**config.mk**
```make
export PLATFORM = sky130hd
export DESIGN_NAME = bpid_device_flat
export DESIGN_NICKNAME = d
export VERILOG_FILES = /design/src/rtl/bpid_pkg.sv /design/src/rtl/bpid_link_if.sv /design/src/rtl/bpid_fifo.sv /design/src/rtl/bpid_device.sv /design/src/flat_wrapper.sv
export SDC_FILE = /design/constraint.sdc
export NUM_CORES = 1
export LEC_CHECK = 0
export BUFFER_PORTS_ARGS = -buffer_cell sky130_fd_sc_hd__buf_2
export CORE_MARGIN = 5
export CORE_UTILIZATION = 50
export DETAILED_ROUTE_END_ITERATION = 10
export PLACE_DENSITY = 0.69
export SYNTH_ARGS = -nofsm -noshare
export SYNTH_HDL_FRONTEND = slang
export SYNTH_SLANG_ARGS = --single-unit
```
**constraint.sdc**
```tcl
create_clock -name i_core_clk -period 3.1 [get_ports i_core_clk]
set_input_delay 0.31 -clock i_core_clk [delete_from_list [all_inputs] [get_ports i_core_clk]]
set_output_delay 0.31 -clock i_core_clk [all_outputs]
set_load 0.01 [all_outputs]
```
**src/rtl/bpid_pkg.sv**
```systemverilog
package bpid_pkg;
    localparam logic [7:0] SYNC1_A = 8'h86;
    localparam logic [7:0] SYNC1_B = 8'h30;
    localparam logic [7:0] SYNC2_A = 8'h79;
    localparam logic [7:0] SYNC2_B = 8'hcf;
    localparam logic [7:0] CMD_ID = 8'hc0;
    localparam logic [7:0] ERR_CMD = 8'ha1;
    localparam logic [7:0] ERR_SEQ = 8'ha3;
    localparam logic [7:0] ERR_LOCK = 8'h63;
    localparam int ERR_REPEAT = 3;
    localparam logic [7:0] START_MARK = 8'h3a;
    localparam logic [7:0] PAYLOAD_COUNT = 8'h13;
    localparam logic [7:0] ADDR_LEN = 8'h03;
    localparam logic [7:0] RSV_FIRST = 8'hfd;
    localparam logic [4:0] FLASH_SIZE_FIELD = 5'h10;
    localparam int FLASH_SIZE_LSB = 3;
    localparam logic [7:0] BLOCK_COUNT = 8'h01;
    localparam logic [23:0] FLASH_FIRST = 24'h008000;
    localparam logic [23:0] FLASH_LAST = 24'h00ffff;
    localparam logic [23:0] RAM_FIRST = 24'h000060;
    localparam logic [23:0] RAM_LAST = 24'h00083f;
    // record bytes 7..27 (start mark through last RAM byte)
    localparam int REC_LEN = 21;
    localparam int FIFO_DEPTH = 16;
    localparam int FIFO_WIDTH = 8;
    localparam int FIFO_AW = 4;

    function automatic logic [7:0] bpid_rec_byte(input logic [4:0] idx);
        logic [7:0] size_code;
        size_code = {FLASH_SIZE_FIELD, 3'h0};
        unique case (idx)
            5'd0: bpid_rec_byte = START_MARK;
            5'd1: bpid_rec_byte = PAYLOAD_COUNT;
            5'd2: bpid_rec_byte = ADDR_LEN;
            5'd3: bpid_rec_byte = RSV_FIRST;
            5'd7: bpid_rec_byte = size_code;
            5'd8: bpid_rec_byte = BLOCK_COUNT;
            5'd9: bpid_rec_byte = FLASH_FIRST[23:16];
            5'd10: bpid_rec_byte = FLASH_FIRST[15:8];
            5'd11: bpid_rec_byte = FLASH_FIRST[7:0];
            5'd12: bpid_rec_byte = FLASH_LAST[23:16];
            5'd13: bpid_rec_byte = FLASH_LAST[15:8];
            5'd14: bpid_rec_byte = FLASH_LAST[7:0];
            5'd15: bpid_rec_byte = RAM_FIRST[23:16];
            5'd16: bpid_rec_byte = RAM_FIRST[15:8];
            5'd17: bpid_rec_byte = RAM_FIRST[7:0];
            5'd18: bpid_rec_byte = RAM_LAST[23:16];
            5'd19: bpid_rec_byte = RAM_LAST[15:8];
            5'd20: bpid_rec_byte = RAM_LAST[7:0];
            default: bpid_rec_byte = 8'h00;
        endcase
    endfunction
endpackage

```
**src/rtl/bpid_link_if.sv**
```systemverilog
interface bpid_link_if;
    logic [7:0] h2d_data;
    logic h2d_valid;
    logic h2d_ready;
    logic [7:0] d2h_data;
    logic d2h_valid;
    logic d2h_ready;
    logic baud_locked;
    modport dev (input h2d_data, input h2d_valid, output h2d_ready,
        output d2h_data, output d2h_valid, input d2h_ready,
        output baud_locked);
    modport host (output h2d_data, output h2d_valid, input h2d_ready,
        input d2h_data, input d2h_valid, output d2h_ready,
        input baud_locked);
endinterface

```
**src/rtl/bpid_fifo.sv**
```systemverilog
module bpid_fifo #(
    parameter int WIDTH = 8,
    parameter int DEPTH = 16,
    parameter int AW = 4
) (
    input wire logic i_core_clk,
    input wire logic i_sys_rst,
    input wire logic [WIDTH-1:0] i_wr_data,
    input wire logic i_wr_valid,
    output logic o_wr_ready,
    output logic [WIDTH-1:0] o_rd_data,
    output logic o_rd_valid,
    input wire logic i_rd_ready
);
    logic [WIDTH-1:0] mem_q [DEPTH];
    logic [AW-1:0] wp_q, wp_d, rp_q, rp_d;
    logic [AW:0] cnt_q, cnt_d;
    logic push, pop;

    always_comb begin
        o_wr_ready = (cnt_q != (AW+1)'(DEPTH));
        o_rd_valid = (cnt_q != '0);
        o_rd_data = mem_q[rp_q];
        push = i_wr_valid && o_wr_ready;
        pop = o_rd_valid && i_rd_ready;
        wp_d = push ? wp_q + AW'(1) : wp_q;
        rp_d = pop ? rp_q + AW'(1) : rp_q;
        cnt_d = cnt_q + (AW+1)'(push) - (AW+1)'(pop);
    end

    always_ff @(posedge i_core_clk) begin
        if (i_sys_rst) begin
            wp_q <= '0;
            rp_q <= '0;
            cnt_q <= '0;
        end else begin
            wp_q <= wp_d;
            rp_q <= rp_d;
            cnt_q <= cnt_d;
        end
        if (push) begin
            mem_q[wp_q] <= i_wr_data;
        end
    end
endmodule

```
**src/rtl/bpid_device.sv**
```systemverilog
module bpid_device (
    input wire logic i_core_clk,
    input wire logic i_sys_rst,
    bpid_link_if.dev link,
    output logic o_idle_lock,
    output logic [7:0] o_err_code
);
    import bpid_pkg::*;

    typedef enum {
        ST_SYNC1, ST_SYNC2, ST_CMD, ST_RECORD, ST_SUM, ST_ERR, ST_DEAD
    } bpid_dev_state_type;

    bpid_dev_state_type st_q, st_d;
    logic sel_b_q, sel_b_d;
    logic locked_q, locked_d;
    logic [4:0] idx_q, idx_d;
    logic [7:0] sum_q, sum_d;
    logic [1:0] errn_q, errn_d;
    logic [7:0] err_q, err_d;
    logic [7:0] tx_data;
    logic tx_valid, tx_ready;
    logic rx_take;
    logic [7:0] rec_rom [REC_LEN];

    bpid_fifo #(.WIDTH(FIFO_WIDTH), .DEPTH(FIFO_DEPTH), .AW(FIFO_AW)) u_txq (
        .i_core_clk(i_core_clk),
        .i_sys_rst(i_sys_rst),
        .i_wr_data(tx_data),
        .i_wr_valid(tx_valid),
        .o_wr_ready(tx_ready),
        .o_rd_data(link.d2h_data),
        .o_rd_valid(link.d2h_valid),
        .i_rd_ready(link.d2h_ready)
    );

    // record bytes 7 to 27, in send order
    // start mark, payload count
    assign rec_rom[0] = START_MARK;
    assign rec_rom[1] = PAYLOAD_COUNT;
    assign rec_rom[2] = ADDR_LEN;
    assign rec_rom[3] = RSV_FIRST;
    assign rec_rom[4] = 8'h00;
    assign rec_rom[5] = 8'h00;
    assign rec_rom[6] = 8'h00;
    assign rec_rom[7] = 8'(FLASH_SIZE_FIELD) << FLASH_SIZE_LSB;
    assign rec_rom[8] = BLOCK_COUNT;
    assign rec_rom[9] = FLASH_FIRST[23:16];
    assign rec_rom[10] = FLASH_FIRST[15:8];
    assign rec_rom[11] = FLASH_FIRST[7:0];
    assign rec_rom[12] = FLASH_LAST[23:16];
    assign rec_rom[13] = FLASH_LAST[15:8];
    assign rec_rom[14] = FLASH_LAST[7:0];
    assign rec_rom[15] = RAM_FIRST[23:16];
    assign rec_rom[16] = RAM_FIRST[15:8];
    assign rec_rom[17] = RAM_FIRST[7:0];
    assign rec_rom[18] = RAM_LAST[23:16];
    assign rec_rom[19] = RAM_LAST[15:8];
    assign rec_rom[20] = RAM_LAST[7:0];

    always_comb begin
        st_d = st_q;
        sel_b_d = sel_b_q;
        locked_d = locked_q;
        idx_d = idx_q;
        sum_d = sum_q;
        errn_d = errn_q;
        err_d = err_q;
        tx_data = 8'h00;
        tx_valid = 1'b0;
        // receive only when an echo can be queued, except ST_DEAD, which takes every byte
        rx_take = 1'b0;
        link.h2d_ready = 1'b0;
        unique case (st_q)
            ST_SYNC1: begin
                link.h2d_ready = tx_ready;
                rx_take = link.h2d_valid && tx_ready;
                if (rx_take && (link.h2d_data == SYNC1_A ||
                        link.h2d_data == SYNC1_B)) begin
                    sel_b_d = (link.h2d_data == SYNC1_B);
                    locked_d = 1'b1;
                    tx_data = link.h2d_data;
                    tx_valid = 1'b1;
                    st_d = ST_SYNC2;
                end
            end
            ST_SYNC2: begin
                link.h2d_ready = tx_ready;
                rx_take = link.h2d_valid && tx_ready;
                if (rx_take) begin
                    if (link.h2d_data == (sel_b_q ? SYNC2_B : SYNC2_A)) begin
                        tx_data = link.h2d_data;
                        tx_valid = 1'b1;
                        st_d = ST_CMD;
                    end else begin
                        st_d = ST_DEAD;
                    end
                end
            end
            ST_CMD: begin
                link.h2d_ready = tx_ready;
                rx_take = link.h2d_valid && tx_ready;
                if (rx_take) begin
                    if (link.h2d_data == CMD_ID) begin
                        tx_data = CMD_ID;
                        tx_valid = 1'b1;
                        idx_d = '0;
                        sum_d = 8'h00;
                        st_d = ST_RECORD;
                    end else begin
                        err_d = ERR_CMD;
                        errn_d = '0;
                        st_d = ST_ERR;
                    end
                end
            end
            ST_RECORD: begin
                // host held off, no receive in this state
                tx_data = rec_rom[idx_q];
                tx_valid = 1'b1;
                // stalls while the queue is full
                if (tx_ready) begin
                    if (idx_q >= 5'd2) begin
                        sum_d = sum_q + tx_data;
                    end
                    idx_d = idx_q + 5'd1;
                    if (idx_q == 5'(REC_LEN - 1)) begin
                        st_d = ST_SUM;
                    end
                end
            end
            ST_SUM: begin
                tx_data = 8'(~sum_q + 8'h01);
                tx_valid = 1'b1;
                if (tx_ready) begin
                    st_d = ST_CMD;
                end
            end
            ST_ERR: begin
                tx_data = err_q;
                tx_valid = 1'b1;
                if (tx_ready) begin
                    errn_d = errn_q + 2'd1;
                    if (errn_q == 2'(ERR_REPEAT - 1)) begin
                        st_d = ST_DEAD;
                    end
                end
            end
            ST_DEAD: begin
                link.h2d_ready = 1'b1;
            end
        endcase
    end

    always_ff @(posedge i_core_clk) begin
        if (i_sys_rst) begin
            st_q <= ST_SYNC1;
            sel_b_q <= 1'b0;
            locked_q <= 1'b0;
            idx_q <= '0;
            sum_q <= 8'h00;
            errn_q <= '0;
            err_q <= 8'h00;
        end else begin
            st_q <= st_d;
            sel_b_q <= sel_b_d;
            locked_q <= locked_d;
            idx_q <= idx_d;
            sum_q <= sum_d;
            errn_q <= errn_d;
            err_q <= err_d;
        end
    end

    assign link.baud_locked = locked_q;
    assign o_idle_lock = (st_q == ST_DEAD);
    assign o_err_code = err_q;
endmodule

```
**src/flat_wrapper.sv**
```systemverilog
// flat-port wrapper written by rule: the top's interface ports become plain ports
module bpid_device_flat import bpid_pkg::*;
  (i_core_clk, i_sys_rst, o_idle_lock, o_err_code, link_h2d_data, link_h2d_valid, link_h2d_ready, link_d2h_data, link_d2h_valid, link_d2h_ready, link_baud_locked);
  bpid_link_if link_i ();
  input wire logic i_core_clk;
  input wire logic i_sys_rst;
  output logic o_idle_lock;
  output logic [7:0] o_err_code;
  input wire logic [$bits(link_i.h2d_data)-1:0] link_h2d_data;
  input wire logic [$bits(link_i.h2d_valid)-1:0] link_h2d_valid;
  output wire logic [$bits(link_i.h2d_ready)-1:0] link_h2d_ready;
  output wire logic [$bits(link_i.d2h_data)-1:0] link_d2h_data;
  output wire logic [$bits(link_i.d2h_valid)-1:0] link_d2h_valid;
  input wire logic [$bits(link_i.d2h_ready)-1:0] link_d2h_ready;
  output wire logic [$bits(link_i.baud_locked)-1:0] link_baud_locked;
  assign link_i.h2d_data = link_h2d_data;
  assign link_i.h2d_valid = link_h2d_valid;
  assign link_h2d_ready = link_i.h2d_ready;
  assign link_d2h_data = link_i.d2h_data;
  assign link_d2h_valid = link_i.d2h_valid;
  assign link_i.d2h_ready = link_d2h_ready;
  assign link_baud_locked = link_i.baud_locked;
  bpid_device u_core (.i_core_clk(i_core_clk), .i_sys_rst(i_sys_rst), .link(link_i), .o_idle_lock(o_idle_lock), .o_err_code(o_err_code));
endmodule
```
==> flow_summary_export.csv, run 1 <==
group,metric,value,unit
status,status,"completed",
die,fp.dieH,135.4,µm
critical_path,cp-start-kind,"flip-flop",
finish,finalNonFillerCells,846,
critical_path,crit_path_frequent_cell,"inv_1",
finish,final_common_cell,"edfxtp_1",
critical_path,critPathMaxFanout,10,
grt,overflow,0,
placement,dpl.cell_count,810,
cts,numCtsBuffers,17,
pwr,pwr_density_cell,612.6,mW/mm²
logic_synthesis,synth-async-reset-ratio,0,%
cts,htree_levels,4,
grt,first_global_vias,4962,
sta,hold_viol_final,0,
critical_path,ff2ff_path_depth,13,
die,dieArea,0.01833,mm²
cts,clk_pin_slew,0.07,ns
drt,firstDrtPassIters,6,
finish,final_area,0.009072,mm²
drt,first_iter_violations,342,
hold_path,holdPathEnd,"u_core.o_err_code[0]$_SDFFE_PP0P_",
sta,whs,0.3559,ns
die,row_count,45,
grt,grt_pass1_wl,27.57,mm
logic_synthesis,yosysWarnings,0,
job,maxCapViolations,0,
critical_path,cp-end-kind,"flip-flop",
die,start_util,51.33,%
sta,rsz0062_at_grt,"yes",
logic_synthesis,ys_ff_latch,166,
drt,avgViaCountPerCell,5.753,
cts,clockBufferDepth,2,
logic_synthesis,synth.yosys.seq_area_share,58.57,%
sta,fin_crit,2.929,ns
sta,setup_viol,0,
hold_path,holdPathStages,4,
logic_synthesis,syn_area_per_cell,13.94,µm²
logic_synthesis,syn_inst,564,
sta,fin_skew,0.01268,ns
finish,final_cell_mix,"128 x edfxtp_1, 42 x nor2_1, 41 x buf_4, 40 x mux4_2, 37 x dfxtp_1",
finish,drive_above_1_share,26.77,%
critical_path,r2r_end,"u_core.u_txq.cnt_q[4]$_SDFF_PP0_",
placement,io_buffers,26,
hold_path,hp-class,"input pin to flip-flop",
critical_path,path_class,"flip-flop to flip-flop",
critical_path,cpMaxStageDelayCell,"dfxtp_1",
die,core_area,0.01531,mm²
cts,numClockSinks,166,
grt,grt_max_degree,33,
cts,cts_tree,"yes",
die,ios,32,
finish,fin_nets,666,
placement,place_congestion,0.8750,
sta,fin_crit_sh,94.48,%
drt,wl_per_cell,20.09,µm
hold_path,min_from,"link_h2d_data[6]",
logic_synthesis,netlist_area,0.007861,mm²
sta,setup_tns,0,ns
drt,drt-total-wl,16.99,mm
placement,place_hpwl,11.32,mm
cts,clk_latency,0.42,ns
grt,track_usage,19.88,%
sta,relSlewSlack,54.59,%
critical_path,max_stage_delay,0.43,ns
pwr,cellLeakagePower,0.003117,µW
sta,drv_slew,0,
drt,vias,4867,
grt,antenna_found_initial,0,
die,die_w,135.4,µm
logic_synthesis,synth_edf_count,128,
drt,drc,0,
pwr,power,5557,µW
critical_path,required,3.44,ns
critical_path,crit_chain,"inv_1 -> o2111ai_1 -> a221o_1 -> nand2_2 -> inv_1 -> ha_1 -> inv_1 -> ha_1 -> fa_2 -> a21oi_1 -> nor2_1 -> or3_1 -> a21oi_1",
cts,postCtsHoldBufs,0,
critical_path,worstPathArrival,3.27,ns
drt,ant_nets,0,
finish,fillCellCount,1236,
pwr,max-vdd-ir-drop,0.4339,mV
logic_synthesis,post_synth_num_cell_types,73,
sta,worst_pin_slew,0.6802,ns
finish,syn2layout_area_growth,15.41,%
sta,fmax,341.4,MHz
placement,place_area,0.008411,mm²
critical_path,r2r_slack,0.17,ns
cts,cts-root-buf,"clkbuf_16",
critical_path,r2r-start,"u_core.st_q[0]$_SDFFE_PP0P_",
logic_synthesis,synthFlopType,"edfxtp_1",
finish,antenna_cells,0,
-- critical path: cells and delay by family, from the launching register on --
family	cells	cell delay (ns)
buf+inv	3	0.26
flops	1	0.43
simple gates	3	0.50
compound gates	4	0.86
fa+ha+maj	3	0.81
-- worst max-delay path by stage --
stage,startpoint,endpoint,slack [ns],depth (start not counted)
floorplan,link_h2d_data[1],u_core.u_txq.cnt_q[4]$_SDFF_PP0_,0.01,15
global placement,link_h2d_data[5],u_core.u_txq.cnt_q[4]$_SDFF_PP0_,-0.04,15
detailed placement,link_h2d_data[5],u_core.u_txq.cnt_q[4]$_SDFF_PP0_,-0.18,15
CTS,u_core.idx_q[0]$_SDFFE_PP0P_,u_core.sum_q[7]$_SDFFE_PP0P_,0.06,12
global route,u_core.idx_q[1]$_SDFFE_PP0P_,u_core.sum_q[7]$_SDFFE_PP0P_,-0.04,12
finish,u_core.st_q[0]$_SDFFE_PP0P_,u_core.u_txq.cnt_q[4]$_SDFF_PP0_,0.17,13
-- repair_timing --
| item | 4_1_cts | 5_1_grt |
|---|---|---|
| resized for setup | 0 | 13 |
| setup endpoints to repair | 0 | 3 |
| buffers inserted | 0 | 4 |
-- cells in the mapped netlist (all sizes together) (2+ instances only) --
master | count | area (µm²)
or2 | 2 | 12.51
a211o | 2 | 17.52
mux2i | 3 | 30.03
o2111ai | 2 | 23.77
nand2b | 2 | 12.51
a31oi | 3 | 18.77
clkbuf | 13 | 48.80
fa | 2 | 40.04
nor3 | 15 | 75.07
and2b | 2 | 15.01
and2 | 2 | 12.51
inv | 22 | 82.58
a21o | 3 | 22.52
o21a | 2 | 15.01
nor2b | 11 | 68.82
and3 | 19 | 120.1
o21ai | 11 | 58.80
o22ai | 2 | 12.51
dfxtp | 38 | 760.7
mux4 | 40 | 900.9
a21oi | 27 | 142.6
nand4 | 3 | 18.77
xor2 | 8 | 70.07
nor2 | 42 | 157.7
ha | 30 | 375.4
a221oi | 2 | 23.77
o211ai | 4 | 30.03
buf | 20 | 125.1
edfxtp | 128 | 3844
or3 | 4 | 25.02
a22oi | 6 | 45.04
a211oi | 6 | 50.05
nor4b | 2 | 23.77
and4 | 2 | 20.02
mux2 | 2 | 26.27
nand4bb | 2 | 22.52
nand3 | 17 | 85.08
nor4 | 7 | 65.06
xnor2 | 9 | 78.83
nand2 | 30 | 115.1
-- per-layer routing --
layer | global-route usage, % | routed length (µm)
met3 | 3.715 | 783
met1 | 27.82 | 7673
met2 | 32.44 | 8426
met4 | 4.927 | 108
met5 | 0 | 0
-- registers in the layout, summed over array words and instances, names as in the netlist, named ones only --
name and cells:
u_core.errn_q 2, u_core.idx_q 5, u_core.link.baud_locked 1, u_core.o_err_code 1
u_core.sel_b_q 1, u_core.st_q 3, u_core.sum_q 8, u_core.u_txq.cnt_q 5
u_core.u_txq.mem_q 128, u_core.u_txq.rp_q 4, u_core.u_txq.wp_q 4
-- cells by family (layout without fill, tap and decap cells) --
| kind of cell | Yosys count | in the layout | synth area share, % |
|---|---|---|---|
| DFF | 166 | 166 | 58.57 |
| muxes | 45 | 45 | 12.18 |
| xor gates and xnor gates | 17 | 17 | 1.894 |
| adders and majority gates | 32 | 32 | 5.284 |
| AOI/OAI and AO/OA | 81 | 81 | 7.210 |
| and+or+nand+nor | 167 | 167 | 11.55 |
| other | 1 | 5 | 0.04770 |
| buffers and inverters | 55 | 122 | 3.263 |
-- cell type report --
class	count	area, µm²	share of cell area (%)
Sequential cell	166	4606	50.77
Inverter	22	82.58	0.9102
Clock buffer	18	429.2	4.730
Clock inverter	14	170.2	1.876
Timing Repair Buffer	68	457.9	5.048
Multi-Input combinational cell	347	3063	33.76
Tap cell	211	264.0	2.910
-- stage by stage --
stage	utilization, %	setup slack [ns]
global route	59.24	-0.04497
CTS	58.83	0.06499
global placement	54.92	-0.03505
detailed placement	54.92	-0.1849
floorplan	-	0.01021
finish	59.24	0.1711
-- report_power, final --
part,switching (µW),internal (µW),leakage (µW)
sequential,57.9,2420,0.00134
clock,902,1210,0.000296
combinational,460,508,0.00148
No activity file was read; power rests on OpenSTA's default activity.
==> inputs of run 2 (changes only) <==
--- a/config.mk
+++ b/config.mk
@@ -6,6 +6,7 @@
 export NUM_CORES = 1
 export LEC_CHECK = 0
 export BUFFER_PORTS_ARGS = -buffer_cell sky130_fd_sc_hd__buf_2
+export CORE_ASPECT_RATIO = 1.5
 export CORE_MARGIN = 5
 export CORE_UTILIZATION = 50
 export DETAILED_ROUTE_END_ITERATION = 10
==> run 2 against run 1 <==
Compared with the run above: first-iteration DRC count is 17% lower; worst hold slack improved by 0.013 ns; clock skew about the same; largest power group unchanged.
==> flow_summary_export.csv, run 2 (synthesis gave the netlist of run 1 again) <==
group,metric,value,unit
pwr,pwr_density_cell,609.6,mW/mm²
critical_path,r2r_slack,0.16,ns
drt,ant_nets,0,
cts,clk_pin_slew,0.07,ns
finish,reg_top3,"u_core.u_txq.mem_q x128, u_core.sum_q x8",
finish,syn2layout_area_growth,14.64,%
critical_path,max_stage_delay,0.40,ns
critical_path,r2r-start,"u_core.idx_q[0]$_SDFFE_PP0P_",
pwr,power_frac_clock,36.9,%
grt,grt_pass1_wl,26.59,mm
die,die_w,112.4,µm
pwr,seqPwrFrac,44.8,%
pwr,p_sw,1485,µW
hold_path,holdPathStages,4,
die,core_area,0.01555,mm²
cts,numClockSinks,166,
finish,final_cell_mix,"128 x edfxtp_1, 42 x nor2_1, 40 x mux4_2, 35 x dfxtp_1, 34 x buf_4",
cts,postCtsHoldBufs,0,
drt,first_iter_violations,284,
hold_path,holdPathEnd,"u_core.o_err_code[0]$_SDFFE_PP0P_",
sta,hold_viol_final,0,
finish,fin_nets,659,
placement,dp_slack,-0.09263,ns
finish,top_register,"u_core.u_txq.mem_q",
placement,dpl.cell_count,795,
critical_path,ff2ff_path_depth,12,
critical_path,cp-end-kind,"flip-flop",
drt,avgViaCountPerCell,5.827,
drt,wl_per_cell,19.95,µm
hold_path,hp-class,"input pin to flip-flop",
job,maxCapViolations,0,
sta,fin_ws,0.1628,ns
grt,antenna_found_initial,0,
critical_path,worstPathArrival,3.28,ns
grt,track_usage,18.92,%
sta,fin_crit,2.937,ns
die,start_util,50.54,%
drt,drc,0,
cts,clockBufferDepth,2,
finish,finalNonFillerCells,831,
critical_path,cpMaxStageDelayCell,"or4_1",
critical_path,critPathTopFamily,"compound AO/OA/AOI/OAI gates",
critical_path,required,3.44,ns
sta,fmax,340.5,MHz
status,status,"completed",
finish,largest_reg_flops,128,
pwr,power,5494,µW
pwr,comb_power_share,18.3,%
critical_path,critPathMaxFanout,6,
critical_path,crit_chain,"inv_1 -> ha_4 -> a21o_1 -> nand2_2 -> nand2_1 -> ha_1 -> a21oi_2 -> o211ai_1 -> o41a_1 -> xnor2_1 -> or4_1 -> a31oi_1",
finish,drive_above_1_share,26.11,%
sta,worst_pin_slew,0.6310,ns
sta,fin_skew,0.01291,ns
placement,io_buffers,26,
finish,antenna_cells,0,
pwr,cellLeakagePower,0.003075,µW
cts,clk_latency,0.42,ns
pwr,p_int,4009,µW
pwr,max-vdd-ir-drop,0.3615,mV
pwr,swShare,27.03,%
die,row_count,56,
cts,cts-root-buf,"clkbuf_16",
sta,whs,0.3693,ns
die,fp.dieH,163.6,µm
critical_path,cp-start-kind,"flip-flop",
drt,firstDrtPassIters,5,
cts,cts_tree,"yes",
die,ios,32,
hold_path,min_from,"link_h2d_data[6]",
drt,drt-total-wl,16.58,mm
critical_path,r2r_end,"u_core.sum_q[7]$_SDFFE_PP0P_",
cts,numCtsBuffers,17,
sta,drv_slew,0,
finish,final_common_cell,"edfxtp_1",
placement,place_congestion,0.8702,
finish,utilization,57.94,%
sta,setup_viol,0,
grt,overflow,0,
critical_path,crit_buf_inv,1,
cts,htree_levels,4,
die,dieArea,0.01838,mm²
sta,relSlewSlack,57.78,%
critical_path,path_class,"flip-flop to flip-flop",
placement,place_hpwl,12.00,mm
grt,grt_max_degree,33,
drt,vias,4842,
sta,fin_crit_sh,94.75,%
grt,first_global_vias,4925,
[run 2: area by class of cell]
class	instances	area, µm²
fillers	1238	6543
flip-flops and latches	166	4608
multi-input cells	347	3080
clock buffers	17	425.4
repair buffers	61	405.4
well taps	203	254.0
clock inverters	15	156.4
inverters	22	82.58
[run 2: worst min-delay path: cells and delay by family]
| kind | cells | cell delay (ns) |
|---|---|---|
| simple gates | 2 | 0.23 |
| buf+inv | 1 | 0.13 |
| compound gates | 1 | 0.09 |
[run 2: layer usage]
layer / track usage, % / up-vias / part of all wire, %
li1: - / 2268 / -
met1: 20.12 / 2404 / 36
met2: 36.00 / 144 / 58
met3: 3.150 / 26 / 3.5
met4: 8.857 / 0 / 3.1
met5: 0 / - / 0
[run 2: what timing repair did]
item                                    4_1_cts  5_1_grt
endpoints found under the setup margin        0        3
gates resized for setup                       0       15
endpoints found under the hold margin         0        0
buffers inserted                              0        4
[run 2: how the worst max path moves through the flow]
stage	slack [ns]	depth (start not counted)	from	to
after CTS	0.06	12	u_core.idx_q[0]$_SDFFE_PP0P_	u_core.sum_q[7]$_SDFFE_PP0P_
after global routing	-0.01	12	u_core.idx_q[0]$_SDFFE_PP0P_	u_core.sum_q[7]$_SDFFE_PP0P_
after floorplan	0.01	15	link_h2d_data[1]	u_core.u_txq.cnt_q[4]$_SDFF_PP0_
after global placement	0.02	15	link_h2d_data[5]	u_core.u_txq.cnt_q[4]$_SDFF_PP0_
final	0.16	12	u_core.idx_q[0]$_SDFFE_PP0P_	u_core.sum_q[7]$_SDFFE_PP0P_
after detailed placement	-0.09	15	link_h2d_data[5]	u_core.u_txq.cnt_q[4]$_SDFF_PP0_
[run 2: metrics by stage]
step,TNS (ns),area (µm²)
after global placement,0,8348
after global routing,-0.01299,9012
after floorplan,0,7891
after CTS,0,8930
final,0,9012
after detailed placement,-0.09263,8348
[run 2: power by group through the flow]
stage	Combinational [µW]	Clock, µW	Sequential (µW)
finish	1010	2020	2460
floorplan	736	0	2490
global route	1100	2170	2470
detailed placement	1000	0	2510
CTS	1010	2060	2460
global placement	965	0	2500
==> inputs of run 3 (changes only) <==
--- a/config.mk
+++ b/config.mk
@@ -10,7 +10,7 @@
 export CORE_MARGIN = 5
 export CORE_UTILIZATION = 50
 export DETAILED_ROUTE_END_ITERATION = 10
-export PLACE_DENSITY = 0.69
+export PLACE_DENSITY = 0.67
 export SYNTH_ARGS = -nofsm -noshare
 export SYNTH_HDL_FRONTEND = slang
 export SYNTH_SLANG_ARGS = --single-unit
==> constraint.sdc (replaced) <==
create_clock -name i_core_clk -period 3.05 [get_ports i_core_clk]
set_input_delay 0.305 -clock i_core_clk [delete_from_list [all_inputs] [get_ports i_core_clk]]
set_output_delay 0.305 -clock i_core_clk [all_outputs]
set_load 0.01 [all_outputs]
==> run 3 against run 2 <==
Compared with the run above: sequential share of layout area decreased by 0.40 points; cell area is 0.76% higher; sequential cell count stayed put; worst hold slack got worse by 0.015 ns; largest cell class unchanged; worst setup slack improved by 0.0027 ns; global-route usage up 0.40 points; register-to-register slack about the same; via count rose by 0.70%; non-clock buffer count grew 1; critical path type unchanged; power up 4.2%; sequential power rose by 3%; clock power is 8% higher.
==> flow_summary_export.csv, run 3 (synthesis gave the netlist of run 1 again) <==
group,metric,value,unit
status,status,"completed",
finish,drive_above_1_share,27.03,%
pwr,p_sw,1560,µW
pwr,pwr_density_cell,630.7,mW/mm²
critical_path,cp-end-kind,"flip-flop",
sta,drv_slew,0,
finish,fin_nets,660,
grt,grt_max_degree,33,
finish,final_common_cell,"edfxtp_1",
finish,fillCellCount,1238,
cts,clk_pin_slew,0.07,ns
sta,rsz0062_at_grt,"no",
grt,track_usage,19.33,%
pwr,swShare,27.23,%
die,core_area,0.01555,mm²
hold_path,hp-class,"input pin to flip-flop",
sta,fin_skew,0.01255,ns
cts,htree_levels,4,
grt,overflow,0,
pwr,max-vdd-ir-drop,0.3504,mV
cts,clockBufferDepth,2,
placement,io_buffers,26,
critical_path,path_class,"flip-flop to flip-flop",
grt,globalRouteMet1Util,20.83,%
finish,final_cell_mix,"128 x edfxtp_1, 42 x nor2_1, 40 x mux4_2, 36 x dfxtp_1, 35 x buf_4",
finish,reg_top3,"u_core.u_txq.mem_q x128, u_core.sum_q x8",
critical_path,worstPathArrival,3.23,ns
die,fp.dieH,163.6,µm
job,maxCapViolations,0,
drt,wl_per_cell,20.56,µm
drt,vias,4876,
finish,antenna_cells,0,
critical_path,critPathMaxFanout,7,
finish,top_register,"u_core.u_txq.mem_q",
cts,numClockSinks,166,
grt,grt_pass1_wl,27.23,mm
critical_path,cp-start-kind,"flip-flop",
die,row_count,56,
grt,grt_busiest_layer,"met2",
drt,drc,0,
die,die_w,112.4,µm
sta,worst_pin_slew,0.6423,ns
pwr,cellLeakagePower,0.003109,µW
sta,hold_viol_final,0,
sta,fin_ws,0.1655,ns
sta,fin_crit,2.885,ns
grt,antenna_found_initial,0,
sta,setup_viol,0,
sta,relSlewSlack,57.02,%
die,ios,32,
pwr,power_frac_clock,38.2,%
cts,clk_latency,0.43,ns
placement,dp_slack,-0.08860,ns
hold_path,holdPathStages,4,
drt,ant_nets,0,
cts,numCtsBuffers,17,
sta,whs,0.3539,ns
grt,first_global_vias,5008,
sta,fmax,346.7,MHz
finish,syn2layout_area_growth,15.52,%
placement,place_congestion,0.9268,
die,start_util,50.54,%
die,dieArea,0.01838,mm²
drt,drt-total-wl,17.10,mm
cts,cts_tree,"yes",
finish,largest_reg_flops,128,
sta,fin_crit_sh,94.57,%
pwr,seqPwrFrac,44.2,%
critical_path,ff2ff_path_depth,14,
pwr,comb_power_share,17.6,%
critical_path,required,3.39,ns
drt,first_iter_violations,276,
placement,place_hpwl,12.37,mm
cts,cts-root-buf,"clkbuf_16",
drt,avgViaCountPerCell,5.861,
grt,grt_use_met3,3.039,%
pwr,p_int,4167,µW
drt,firstDrtPassIters,5,
grt,use_met2,37.14,%
run 3: changes by cell type in the layout (fill, tap and decap cells not counted), sizes merged:
cell      previous run  this run
clkinv               4         7
clkinvlp             1         0
buf                 61        62
inv                 32        29
bufinv               0         1
run 3: worst paths after layout:
| kind | from | endpoint | slack [ns] |
|---|---|---|---|
| hold reg to reg | u_core.link.baud_locked$_SDFFE_PP0P_ | u_core.link.baud_locked$_SDFFE_PP0P_ | 0.48 |
| setup / recovery | u_core.u_txq.cnt_q[2]$_SDFF_PP0_ | u_core.u_txq.cnt_q[4]$_SDFF_PP0_ | 0.17 |
| hold / removal | link_h2d_data[6] | u_core.o_err_code[0]$_SDFFE_PP0P_ | 0.35 |
| setup reg to reg | u_core.u_txq.cnt_q[2]$_SDFF_PP0_ | u_core.u_txq.cnt_q[4]$_SDFF_PP0_ | 0.17 |
run 3: critical path, cell delays in order, from the launching register on:
cell      delay (ns)
dfxtp_2         0.34
inv_1           0.08
ha_2            0.22
and4bb_4        0.24
a221o_1         0.31
nand2_2         0.09
inv_1           0.04
ha_1            0.26
inv_1           0.04
ha_2            0.18
fa_2            0.37
a21oi_2         0.12
nor2_1          0.06
or3_1           0.34
a21oi_1         0.13
run 3: through the flow:
step | setup TNS [ns] | total power, µW | utilization [%] | instance area, µm² | cells
after floorplan | 0 | 3301 | - | 7903 | 568
after global placement | -0.009101 | 3553 | 53.93 | 8389 | 799
after detailed placement | -0.09004 | 3595 | 53.93 | 8389 | 799
after CTS | 0 | 5779 | 57.94 | 9012 | 831
after global routing | 0 | 5989 | 58.38 | 9081 | 832
final | 0 | 5727 | 58.38 | 9081 | 832
run 3: layer usage:
metal	share of wire, %	wire, µm	vias up
met1	36	6211	2438
li1	-	-	2280
met2	57	9824	129
met3	3.0	513	29
met5	0	0	-
met4	3.2	554	0
run 3: area by class of cell:
class                   count  area (µm²)  share of cell area, %
inverters                  22       82.58                 0.9093
clock inverters            15       195.2                  2.149
repair buffers             62       412.9                  4.547
well taps                 203       254.0                  2.797
flip-flops and latches    166        4607                  50.73
multi-input cells         347        3104                  34.18
clock buffers              17       425.4                  4.684
run 3: repair_timing:
item / in CTS / in global routing
hold buffers: 0 / 0
pin swaps: 1 / 4
buffers inserted: 0 / 1
endpoints found under the setup margin: 1 / 3
resized for setup: 2 / 15
run 3: power by group through the flow:
stage          Clock [µW]  Sequential, µW  Combinational, µW
3_5_place_dp            0            2580               1010
2_1_floorplan           0            2530                768
5_1_grt              2330            2540               1110
6_report             2190            2530               1010
3_3_place_gp            0            2580                972
4_1_cts              2220            2530               1030
